### config.mk
export PLATFORM = sky130hd
export DESIGN_NAME = stop_mode_brake_sequencer
export DESIGN_NICKNAME = d
export VERILOG_FILES = /design/src/rtl/stop_brake_pkg.sv /design/src/rtl/delay_if.sv /design/src/rtl/stop_mode_brake_sequencer.sv /design/src/rtl/ms_tick_gen.sv /design/src/rtl/delay_timer.sv
export SDC_FILE = /design/constraint.sdc
export NUM_CORES = 1
export LEC_CHECK = 0
export BUFFER_PORTS_ARGS = -buffer_cell sky130_fd_sc_hd__buf_2
export CORE_MARGIN = 5
export CORE_UTILIZATION = 61
export CTS_CLUSTER_SIZE = 40
export DETAILED_ROUTE_END_ITERATION = 8
export PLACE_DENSITY = 0.95
export SYNTH_ARGS = -nofsm -noshare
export SYNTH_HDL_FRONTEND = slang
export SYNTH_SLANG_ARGS = --single-unit
### constraint.sdc
create_clock -name ref_clk -period 9.5 [get_ports ref_clk]
set_input_delay 1.9 -clock ref_clk [delete_from_list [all_inputs] [get_ports ref_clk]]
set_output_delay 1.9 -clock ref_clk [all_outputs]
set_load 0.03 [all_outputs]
### src/rtl/stop_brake_pkg.sv
package stop_brake_pkg;

  // ************************************************************
  // register map (byte addresses, one word each)
  // ************************************************************
  localparam logic [7:0] ADDR_CLASS2_MODE = 8'h00; // class-2 stop mode
  localparam logic [7:0] ADDR_OT_MODE = 8'h04; // overtravel stop mode
  localparam logic [7:0] ADDR_CLASS1_MODE = 8'h08; // class-1 stop mode
  localparam logic [7:0] ADDR_ON_DELAY = 8'h0C; // brake on to command
  localparam logic [7:0] ADDR_OFF_DELAY = 8'h10; // brake off to power off
  localparam logic [7:0] ADDR_CTRL = 8'h14; // control bits
  localparam logic [7:0] ADDR_STATUS = 8'h18; // live status

  // ************************************************************
  // value ranges and reset values
  // ************************************************************
  localparam logic [15:0] CLASS2_MODE_MAX = 16'h0001;
  localparam logic [15:0] OT_MODE_MAX = 16'h0002;
  localparam logic [15:0] CLASS1_MODE_MAX = 16'h0000;
  localparam logic [15:0] ON_DELAY_MIN = 16'h0000;
  localparam logic [15:0] ON_DELAY_MAX = 16'h01F4;
  localparam logic [15:0] OFF_DELAY_MIN = 16'h0001;
  localparam logic [15:0] OFF_DELAY_MAX = 16'h03E8;
  localparam logic [15:0] CLASS2_MODE_RST = 16'h0000;
  localparam logic [15:0] OT_MODE_RST = 16'h0001;
  localparam logic [15:0] CLASS1_MODE_RST = 16'h0000;
  localparam logic [15:0] ON_DELAY_RST = 16'h00FA;
  localparam logic [15:0] OFF_DELAY_RST = 16'h0096;

  // stop mode encodings
  localparam logic [15:0] MODE_COAST = 16'h0000;
  localparam logic [15:0] MODE_ZERO_LOCK = 16'h0001;
  localparam logic [15:0] MODE_ZERO_COAST = 16'h0002;
  localparam logic [15:0] C2_ZERO_COAST = 16'h0001;

  // control and status fields
  localparam int CTRL_BRAKE_EN_BIT = 0;
  localparam int STAT_STATE_LSB = 0;
  localparam int STAT_BRAKE_BIT = 4;
  localparam int STAT_POWER_BIT = 5;
  localparam int STAT_CMD_BIT = 6;
  localparam int STAT_DECEL_BIT = 7;
  localparam int STAT_LOCK_BIT = 8;
  localparam int STAT_C2EFF_BIT = 9;

  // ************************************************************
  // timing
  // ************************************************************
  localparam int CLK_PERIOD_NS = 10; // ref_clk period
  localparam int TICK_PERIOD_NS = 1000000; // one millisecond
  localparam int TICK_CYCLES = TICK_PERIOD_NS / CLK_PERIOD_NS;

  // sequencer states
  typedef enum logic [3:0] {
    ST_OFF,
    ST_CMD_WAIT,
    ST_RUN,
    ST_DECEL,
    ST_HOLD,
    ST_BRAKE_WAIT,
    ST_STOPPED
  } seq_state_t;

endpackage

### src/rtl/delay_if.sv
`timescale 1ns/10ps
// carries the millisecond tick and one delay request between modules
interface delay_if;
  logic tick; // one-cycle pulse each millisecond
  logic start; // load and start the delay
  logic [15:0] loadMs; // delay length in milliseconds
  logic done; // pulse: delay has elapsed, high for one cycle
  logic busy; // level: delay is counting
  modport ticker (output tick);
  modport timer (input tick, input start, input loadMs, output done,
    output busy);
  modport owner (input done, input busy, output start, output loadMs);
endinterface

### src/rtl/stop_mode_brake_sequencer.sv
// Added by the designer: the register addresses and the Wishbone interface to the registers.
`timescale 1ns/10ps
// Function
// - class-2 stop: coast, or zero-speed then coast
// - brake enabled forces class-2 mode one
// - overtravel stop: coast, zero-lock, zero-coast; default lock
// - class-1 fault always coasts, power removed
// - class-1 mode zero: coast, stay de-energised
// - wait 0-500 ms after brake on
// - ignore commands while that delay runs
// - stationary: brake off, wait 1-1000 ms, unpower
module stop_mode_brake_sequencer #(
  parameter int TICK_CYCLES = stop_brake_pkg::TICK_CYCLES,
  parameter int CMD_WIDTH = 32
) (
  input wire logic ref_clk,
  input wire logic reset_n,
  input wire logic wb_cyc_i,
  input wire logic wb_stb_i,
  input wire logic wb_we_i,
  input wire logic [7:0] wb_adr_i,
  input wire logic [3:0] wb_sel_i,
  input wire logic [31:0] wb_dat_i,
  output logic [31:0] wb_dat_o,
  output logic wb_ack_o,
  input wire logic servoOn,
  input wire logic class1Fault,
  input wire logic class2Fault,
  input wire logic overtravel,
  input wire logic motorStationary,
  input wire logic cmdValid,
  input wire logic [CMD_WIDTH-1:0] cmdData,
  output logic cmdAccept,
  output logic cmdOutValid,
  output logic [CMD_WIDTH-1:0] cmdOut,
  output logic holdingBrakeOutput,
  output logic motorPowerOn,
  output logic zeroSpeedStop,
  output logic positionLock
);

  // ************************************************************
  // helpers
  // ************************************************************
  // merge the low two byte lanes of a write into a 16-bit value
  function automatic logic [15:0] mergeLanes(input logic [15:0] old,
    input logic [31:0] wdat, input logic [3:0] sel);
    logic [15:0] res;
    res = old;
    if (sel[0])
    begin
      res[7:0] = wdat[7:0];
    end
    if (sel[1])
    begin
      res[15:8] = wdat[15:8];
    end
    return res;
  endfunction

  // true when a value lies inside an allowed range
  function automatic logic inRange(input logic [15:0] v,
    input logic [15:0] lo, input logic [15:0] hi);
    return v >= lo && v <= hi;
  endfunction

  // ************************************************************
  // submodules
  // ************************************************************
  delay_if dl (); // tick and delay request

  ms_tick_gen #(
    .TICK_CYCLES(TICK_CYCLES)
  ) u_tick (
    .ref_clk(ref_clk),
    .reset_n(reset_n),
    .dl(dl.ticker)
  );

  delay_timer u_timer (
    .ref_clk(ref_clk),
    .reset_n(reset_n),
    .dl(dl.timer)
  );

  // ************************************************************
  // register file
  // ************************************************************
  logic [15:0] class2Mode_q; // class-2 stop mode
  logic [15:0] otMode_q; // overtravel stop mode
  logic [15:0] class1Mode_q; // class-1 stop mode
  logic [15:0] onDelay_q; // brake on to command delay, ms
  logic [15:0] offDelay_q; // brake off to power off delay, ms
  logic brakeEn_q; // holding brake function enabled
  logic ack_q; // bus acknowledge
  logic [31:0] rdat_q; // read data
  logic busWrite; // write strobe this cycle
  logic [15:0] wval; // lane-merged write value
  logic [31:0] statusWord; // live status
  logic [15:0] class2Eff; // class-2 mode after forcing
  stop_brake_pkg::seq_state_t state_q; // sequencer state
  stop_brake_pkg::seq_state_t state_d; // next state

  assign busWrite = wb_cyc_i && wb_stb_i && wb_we_i && !ack_q;

  // pick the lane-merged value for the addressed register
  always_comb
  begin
    case (wb_adr_i)
      stop_brake_pkg::ADDR_CLASS2_MODE:
        wval = mergeLanes(class2Mode_q, wb_dat_i, wb_sel_i);
      stop_brake_pkg::ADDR_OT_MODE:
        wval = mergeLanes(otMode_q, wb_dat_i, wb_sel_i);
      stop_brake_pkg::ADDR_CLASS1_MODE:
        wval = mergeLanes(class1Mode_q, wb_dat_i, wb_sel_i);
      stop_brake_pkg::ADDR_ON_DELAY:
        wval = mergeLanes(onDelay_q, wb_dat_i, wb_sel_i);
      stop_brake_pkg::ADDR_OFF_DELAY:
        wval = mergeLanes(offDelay_q, wb_dat_i, wb_sel_i);
      default:
        wval = mergeLanes(16'h0000, wb_dat_i, wb_sel_i);
    endcase
  end

  // settings writes; out-of-range values leave the old setting
  always_ff @(posedge ref_clk or negedge reset_n)
  begin
    if (!reset_n)
    begin
      class2Mode_q <= stop_brake_pkg::CLASS2_MODE_RST;
      otMode_q <= stop_brake_pkg::OT_MODE_RST;
      class1Mode_q <= stop_brake_pkg::CLASS1_MODE_RST;
      onDelay_q <= stop_brake_pkg::ON_DELAY_RST;
      offDelay_q <= stop_brake_pkg::OFF_DELAY_RST;
      brakeEn_q <= 1'b0;
    end
    else if (busWrite)
    begin
      case (wb_adr_i)
        stop_brake_pkg::ADDR_CLASS2_MODE:
        begin
          if (inRange(wval, 16'h0000, stop_brake_pkg::CLASS2_MODE_MAX))
          begin
            class2Mode_q <= wval;
          end
        end
        stop_brake_pkg::ADDR_OT_MODE:
        begin
          if (inRange(wval, 16'h0000, stop_brake_pkg::OT_MODE_MAX))
          begin
            otMode_q <= wval;
          end
        end
        stop_brake_pkg::ADDR_CLASS1_MODE:
        begin
          if (inRange(wval, 16'h0000, stop_brake_pkg::CLASS1_MODE_MAX))
          begin
            class1Mode_q <= wval;
          end
        end
        stop_brake_pkg::ADDR_ON_DELAY:
        begin
          if (inRange(wval, stop_brake_pkg::ON_DELAY_MIN,
            stop_brake_pkg::ON_DELAY_MAX))
          begin
            onDelay_q <= wval;
          end
        end
        stop_brake_pkg::ADDR_OFF_DELAY:
        begin
          if (inRange(wval, stop_brake_pkg::OFF_DELAY_MIN,
            stop_brake_pkg::OFF_DELAY_MAX))
          begin
            offDelay_q <= wval;
          end
        end
        stop_brake_pkg::ADDR_CTRL:
        begin
          if (wb_sel_i[0])
          begin
            brakeEn_q <= wb_dat_i[stop_brake_pkg::CTRL_BRAKE_EN_BIT];
          end
        end
        default:
        begin
          // unmapped or read-only: write ignored
        end
      endcase
    end
  end

  // status word built from the live sequencer outputs
  always_comb
  begin
    statusWord = 32'h00000000;
    statusWord[stop_brake_pkg::STAT_STATE_LSB +: 4] = state_q;
    statusWord[stop_brake_pkg::STAT_BRAKE_BIT] = holdingBrakeOutput;
    statusWord[stop_brake_pkg::STAT_POWER_BIT] = motorPowerOn;
    statusWord[stop_brake_pkg::STAT_CMD_BIT] = cmdAccept;
    statusWord[stop_brake_pkg::STAT_DECEL_BIT] = zeroSpeedStop;
    statusWord[stop_brake_pkg::STAT_LOCK_BIT] = positionLock;
    statusWord[stop_brake_pkg::STAT_C2EFF_BIT] = class2Eff[0];
  end

  // one-cycle acknowledge with registered read data; unmapped reads 0
  always_ff @(posedge ref_clk or negedge reset_n)
  begin
    if (!reset_n)
    begin
      ack_q <= 1'b0;
      rdat_q <= 32'h00000000;
    end
    else
    begin
      ack_q <= wb_cyc_i && wb_stb_i && !ack_q;
      case (wb_adr_i)
        stop_brake_pkg::ADDR_CLASS2_MODE: rdat_q <= {16'h0000, class2Mode_q};
        stop_brake_pkg::ADDR_OT_MODE: rdat_q <= {16'h0000, otMode_q};
        stop_brake_pkg::ADDR_CLASS1_MODE: rdat_q <= {16'h0000, class1Mode_q};
        stop_brake_pkg::ADDR_ON_DELAY: rdat_q <= {16'h0000, onDelay_q};
        stop_brake_pkg::ADDR_OFF_DELAY: rdat_q <= {16'h0000, offDelay_q};
        stop_brake_pkg::ADDR_CTRL: rdat_q <= {31'h00000000, brakeEn_q};
        stop_brake_pkg::ADDR_STATUS: rdat_q <= statusWord;
        default: rdat_q <= 32'h00000000;
      endcase
    end
  end

  assign wb_ack_o = ack_q;
  assign wb_dat_o = rdat_q;

  // ************************************************************
  // stop sequencer
  // ************************************************************
  logic endLock_q; // zero-speed stop ends in position lock
  logic endLock_d; // next value
  logic anyFault; // any stop condition present

  // brake function forces zero-speed stop on a class-2 fault
  assign class2Eff = brakeEn_q ? stop_brake_pkg::C2_ZERO_COAST
    : class2Mode_q;
  assign anyFault = class1Fault || class2Fault || overtravel;

  // next state; priority class-1, class-2, overtravel, servo off
  always_comb
  begin
    state_d = state_q;
    endLock_d = endLock_q;
    dl.start = 1'b0;
    dl.loadMs = onDelay_q;
    case (state_q)
      stop_brake_pkg::ST_OFF:
      begin
        if (servoOn && !anyFault)
        begin
          state_d = stop_brake_pkg::ST_CMD_WAIT; // brake on, start delay
          dl.start = 1'b1;
          dl.loadMs = brakeEn_q ? onDelay_q : 16'h0000;
        end
      end
      stop_brake_pkg::ST_CMD_WAIT, stop_brake_pkg::ST_RUN,
      stop_brake_pkg::ST_HOLD:
      begin
        if (class1Fault)
        begin
          state_d = stop_brake_pkg::ST_STOPPED;
        end
        else if (class2Fault)
        begin
          if (class2Eff == stop_brake_pkg::MODE_COAST)
          begin
            state_d = stop_brake_pkg::ST_STOPPED;
          end
          else
          begin
            state_d = stop_brake_pkg::ST_DECEL;
            endLock_d = 1'b0;
          end
        end
        else if (overtravel && state_q != stop_brake_pkg::ST_HOLD)
        begin
          if (otMode_q == stop_brake_pkg::MODE_COAST)
          begin
            state_d = stop_brake_pkg::ST_STOPPED;
          end
          else
          begin
            state_d = stop_brake_pkg::ST_DECEL;
            endLock_d = otMode_q == stop_brake_pkg::MODE_ZERO_LOCK;
          end
        end
        else if (!servoOn && motorStationary)
        begin
          state_d = stop_brake_pkg::ST_BRAKE_WAIT;
          dl.start = 1'b1;
          dl.loadMs = brakeEn_q ? offDelay_q : 16'h0000;
        end
        else if (state_q == stop_brake_pkg::ST_HOLD && !overtravel)
        begin
          state_d = stop_brake_pkg::ST_RUN; // overtravel gone
        end
        else if (state_q == stop_brake_pkg::ST_CMD_WAIT && dl.done)
        begin
          state_d = stop_brake_pkg::ST_RUN;
        end
      end
      stop_brake_pkg::ST_DECEL:
      begin
        if (class1Fault)
        begin
          state_d = stop_brake_pkg::ST_STOPPED;
        end
        else if (motorStationary)
        begin
          if (endLock_q)
          begin
            state_d = stop_brake_pkg::ST_HOLD;
          end
          else
          begin
            state_d = stop_brake_pkg::ST_BRAKE_WAIT;
            dl.start = 1'b1;
            dl.loadMs = brakeEn_q ? offDelay_q : 16'h0000;
          end
        end
      end
      stop_brake_pkg::ST_BRAKE_WAIT:
      begin
        if (class1Fault || dl.done)
        begin
          state_d = stop_brake_pkg::ST_STOPPED;
        end
      end
      stop_brake_pkg::ST_STOPPED:
      begin
        if (!servoOn && !anyFault)
        begin
          state_d = stop_brake_pkg::ST_OFF; // unpowered until re-enabled
        end
      end
      default:
      begin
        state_d = stop_brake_pkg::ST_STOPPED;
      end
    endcase
  end

  // state register
  always_ff @(posedge ref_clk or negedge reset_n)
  begin
    if (!reset_n)
    begin
      state_q <= stop_brake_pkg::ST_OFF;
      endLock_q <= 1'b0;
    end
    else
    begin
      state_q <= state_d;
      endLock_q <= endLock_d;
    end
  end

  // drive outputs registered from the next state
  always_ff @(posedge ref_clk or negedge reset_n)
  begin
    if (!reset_n)
    begin
      holdingBrakeOutput <= 1'b0;
      motorPowerOn <= 1'b0;
      zeroSpeedStop <= 1'b0;
      positionLock <= 1'b0;
    end
    else
    begin
      holdingBrakeOutput <= brakeEn_q && state_d inside
        {stop_brake_pkg::ST_CMD_WAIT, stop_brake_pkg::ST_RUN,
        stop_brake_pkg::ST_DECEL, stop_brake_pkg::ST_HOLD};
      motorPowerOn <= !(state_d inside {stop_brake_pkg::ST_OFF,
        stop_brake_pkg::ST_STOPPED});
      zeroSpeedStop <= state_d == stop_brake_pkg::ST_DECEL;
      positionLock <= state_d == stop_brake_pkg::ST_HOLD;
    end
  end

  // ************************************************************
  // command gate
  // ************************************************************
  // commands pass only in run; dropped during the on delay
  assign cmdAccept = state_q == stop_brake_pkg::ST_RUN;

  // register accepted commands
  always_ff @(posedge ref_clk or negedge reset_n)
  begin
    if (!reset_n)
    begin
      cmdOutValid <= 1'b0;
      cmdOut <= '0;
    end
    else
    begin
      cmdOutValid <= cmdValid && cmdAccept;
      if (cmdValid && cmdAccept)
      begin
        cmdOut <= cmdData;
      end
    end
  end

endmodule

### src/rtl/ms_tick_gen.sv
`timescale 1ns/10ps
module ms_tick_gen #(
  parameter int TICK_CYCLES = stop_brake_pkg::TICK_CYCLES
) (
  input wire logic ref_clk,
  input wire logic reset_n,
  delay_if.ticker dl
);

  // ************************************************************
  // millisecond divider
  // ************************************************************
  logic [31:0] count_q; // cycles since last tick
  logic tick_q; // registered tick

  // count cycles and pulse once per period
  always_ff @(posedge ref_clk or negedge reset_n)
  begin
    if (!reset_n)
    begin
      count_q <= 32'h00000000;
      tick_q <= 1'b0;
    end
    else if (count_q == 32'(TICK_CYCLES - 1))
    begin
      count_q <= 32'h00000000;
      tick_q <= 1'b1;
    end
    else
    begin
      count_q <= count_q + 32'h00000001;
      tick_q <= 1'b0;
    end
  end

  assign dl.tick = tick_q;

endmodule

### src/rtl/delay_timer.sv
`timescale 1ns/10ps
module delay_timer (
  input wire logic ref_clk,
  input wire logic reset_n,
  delay_if.timer dl
);

  // ************************************************************
  // millisecond down counter
  // ************************************************************
  logic [15:0] count_q; // milliseconds left
  logic busy_q; // counting

  // load on start, count down on each tick
  always_ff @(posedge ref_clk or negedge reset_n)
  begin
    if (!reset_n)
    begin
      count_q <= 16'h0000;
      busy_q <= 1'b0;
    end
    else if (dl.start)
    begin
      // one tick more: the first tick may come at once
      count_q <= dl.loadMs + {15'h0000, dl.loadMs != 16'h0000};
      busy_q <= 1'b1;
    end
    else if (busy_q && count_q == 16'h0000)
    begin
      busy_q <= 1'b0; // done seen for one cycle
    end
    else if (busy_q && dl.tick)
    begin
      count_q <= count_q - 16'h0001;
    end
  end

  assign dl.busy = busy_q;
  assign dl.done = busy_q && count_q == 16'h0000 && !dl.start;

endmodule

==> results.md <==
- Clock transition at the registers of the reported paths: 70 ps
- TritonCTS buffer count: 17
- CTS Root Cell: clkbuf_16
- H-tree levels: 4
- Synthesis warning total: 0
- Critical path arrival: 5790 ps
- Required time worst endpoint: 9810 ps
- Area leader, netlist: dfrtp_1
- I/O pin count: 158
- Synth area leaders: dfrtp_1 46%, nand2_1 5.4%, mux2i_1 4.1%
- Placement Cell Area: 10330 µm²
- Layout fillers: 1114
- Starting DRT DRC Count: 859
- Worst-Margin Slew: 1047 ps
- Core Box Area: 15710 µm²
- Die H: 136.0 µm
- Total routed wirelength: 25.86 mm
- Final hold vios: 0
- Final HPWL from detailed placement: 17.97 mm
- Drt wl/cell: 20.25 µm
- Unrepaired setup endpoints after global routing: false
- Crit Path Category: primary input to flip-flop
- MaxCap Viol Count: 0
- DR vias/cell: 6.210
- Leak: 5.312 nW
- Final ANT Viol Nets: 0
- Syn avg cell area: 10.27 µm²
- CTS resizes: 0
- Clock sink count: 190
- CP max stage delay: 760 ps
- Commonest register cell after synthesis: dfrtp_1
- Placed Instances: 1245
- Final worst path period share: 57.68%
- Buffer and inverter count on the worst path: 1
- Number of global-route vias before repair: 7890
- Cell variety after synth: 79
- Max clock buf depth: 2
- Area taken by multi-input logic gates: 4542 µm²
- Final hold slack: 437.3 ps
- Largest net degree at the start of global routing: 111
- Slew Viols, Final: 0
- Status: complete, no violations
- Post-synth ARST share: 100.0%
- CP max stage cell: a211oi_4
- Initial Utilization: 61.62%
- Hold Path Class: flip-flop to flip-flop
- Most frequent CP cell: nor2_1
- Total GRT Usage: 28.48%
- Startpoint types: primary input
- Max Freq: 0.1825 GHz
- Synth top area share: 46.27%
- Finished Cell Area: 10940 µm²
- DR vias: 7930
- Die W: 136.0 µm
- Max_slew headroom: 30.04%
- Post-Route Utilization: 69.61%
- Clock tree from TritonCTS: yes
- Final setup skew: 11.67 ps
- CTS Hold Bufs: 0
- Fin crit period: 5479 ps
- RD Place Congestion: 0.9585
- Power per cell area: 199.5 nW/µm²
- PortBufs: 123
- Post-route DRC: 0
- Drt pass-1 iters: 5
- Initial antenna violation count: 0
- CP cell instances: buf_2 -> or3_1 -> nor2_1 -> a22oi_1 -> mux2i_1 -> nor2_1 -> and3_4 -> a211oi_4 -> mux2_1
- VDD IR-drop max: 0.1448 mV
- Synth-to-Final Area Change: 12.98%
- Num rows: 46
- Reg area: 4768 µm²
- Share of layout cells above drive strength 1: 21.21%
- Worst-skew pair later-pin latency: 440 ps
- CP top delay family: simple AND/OR/NAND/NOR gates
- Global-route wire length before repair: 41.06 mm
- Crit path capture type: flip-flop
- Seq cells post-synth: 190
- Fin nets: 1140
- Setup TNS Final: 0 ps
- Mapped Cells: 943
- Netlist Area Pre-Place: 9682 µm²
- Seq/Total Area, Yosys: 49.25%
- GRT Residual Overflow: 0
- Diode count: 0
- Setup violators final: 0
- Total setup buffers inserted after CTS: 0
- Die area: 18490 µm²
- Crit-path max FO: 16
- Finished Layout Cells: 1277
- Post-synth EDFFs: 0
[sequential cells by signal (all words and copies together) (netlist names), 4 cells and up]
name	cells
class1Mode_q	16
class2Mode_q	16
cmdOut	32
offDelay_q	16
onDelay_q	16
otMode_q	16
state_q	4
u_tick.count_q	32
u_timer.count_q	16
wb_dat_o	16
[where the power goes]
| group | total (W) | internal, W | leakage (nW) | switching [W] |
|---|---|---|---|---|
| Sequential | 0.000978 | 0.000905 | 2.48 | 0.0000724 |
| Clock | 0.000739 | 0.000424 | 0.297 | 0.000315 |
| Combinational | 0.000465 | 0.000144 | 2.53 | 0.000321 |
| Total | 0.00218 | 0.00147 | 5.31 | 0.000708 |
[worst paths after layout]
kind | from | endpoint | slack [ps] | depth (start not counted)
max | wb_adr_i[3] | offDelay_q[8]$_DFFE_PN0P_ | 4020 | 9
min | wb_ack_o$_DFF_PN0_ | wb_ack_o$_DFF_PN0_ | 440 | 1
max reg2reg | state_q[0]$_DFF_PN0_ | u_timer.count_q[11]$_DFFE_PN0P_ | 5080 | 12
min reg2reg | wb_ack_o$_DFF_PN0_ | wb_ack_o$_DFF_PN0_ | 440 | 1
max in group asynchronous | reset_n | u_timer.count_q[14]$_DFFE_PN0P_ | 6380 | 2
min in group asynchronous | reset_n | otMode_q[4]$_DFFE_PN0P_ | 1560 | 1
[metal layers]
metal / share of wire [%] / GRT usage [%] / vias to the layer above / wire, µm
li1: - / - / 3503 / -
met1: 38 / 37.46 / 3863 / 9842
met2: 49 / 45.91 / 457 / 12570
met3: 9.0 / 5.996 / 107 / 2334
met4: 4.3 / 12.54 / 0 / 1109
met5: 0 / 0 / - / 0
[through the flow]
| step | total power [W] | setup WS (ps) |
|---|---|---|
| after CTS | 0.002184 | 4255 |
| after global routing | 0.002265 | 3903 |
| after detailed placement | 0.001454 | 3762 |
| final | 0.002182 | 4021 |
| after global placement | 0.001433 | 3824 |
| after floorplan | 0.001306 | 4518 |
[logic make-up after synthesis]
family / Yosys count / share of synthesized area [%]
AND/OR/NAND/NOR: 403 / 21.69
AO/OA/AOI/OAI: 137 / 11.11
XOR/XNOR: 56 / 5.066
other: 1 / 0.03873
adder cells (fa/ha/maj): 5 / 0.6462
flip-flops: 190 / 49.25
multiplexers: 69 / 7.741
buffers and inverters: 82 / 4.458
[cells in the final DEF, fill, tap and decap left out, drive strengths merged, types with 11 or more instances in the layout]
master     n
a211oi    11
a21oi     15
a22oi     12
and2      61
and3      16
buf      127
clkbuf    21
conb      17
dfrtp    179
dfstp     11
inv       27
mux2      27
mux2i     40
nand2    139
nand3     22
nand4     12
nor2      46
nor2b     14
nor3      29
nor4      25
o21ai     28
o2bb2ai   11
xnor2     37
xor2      19
[final cells by class]
| cell class | count | share of cell area [%] |
|---|---|---|
| well taps | 216 | 2.471 |
| multi-input cells | 687 | 41.52 |
| repair buffers | 128 | 6.051 |
| clock inverters | 12 | 1.453 |
| flip-flops and latches | 190 | 43.59 |
| inverters | 24 | 0.8236 |
| clock buffers | 20 | 4.084 |
[Yosys cell counts, drive strengths merged (4+ instances only)]
library cell,n
a211oi,11
a21o,8
a21oi,15
a22oi,12
a32o,8
and2,61
and3,16
and4,4
buf,37
clkbuf,21
dfrtp,179
dfstp,11
ha,5
inv,24
mux2,27
mux2i,40
nand2,139
nand2b,7
nand3,22
nand4,12
nor2,46
nor2b,14
nor3,29
nor4,25
nor4b,4
o211ai,5
o21a,4
o21ai,28
o2bb2ai,11
or3,8
or4,7
or4b,4
xnor2,37
xor2,19
[worst reg2reg max path: stages (launching register included)]
cell,delay [ps]
dfrtp_1,590
or4b_4,650
a2111oi_4,510
o221ai_2,420
a32o_1,430
nor4_1,330
nand4_1,140
or3_1,350
ha_1,220
o211ai_2,190
nor3_1,140
xnor2_1,210
mux2i_1,100
No activity file was read; power rests on OpenSTA's default activity.
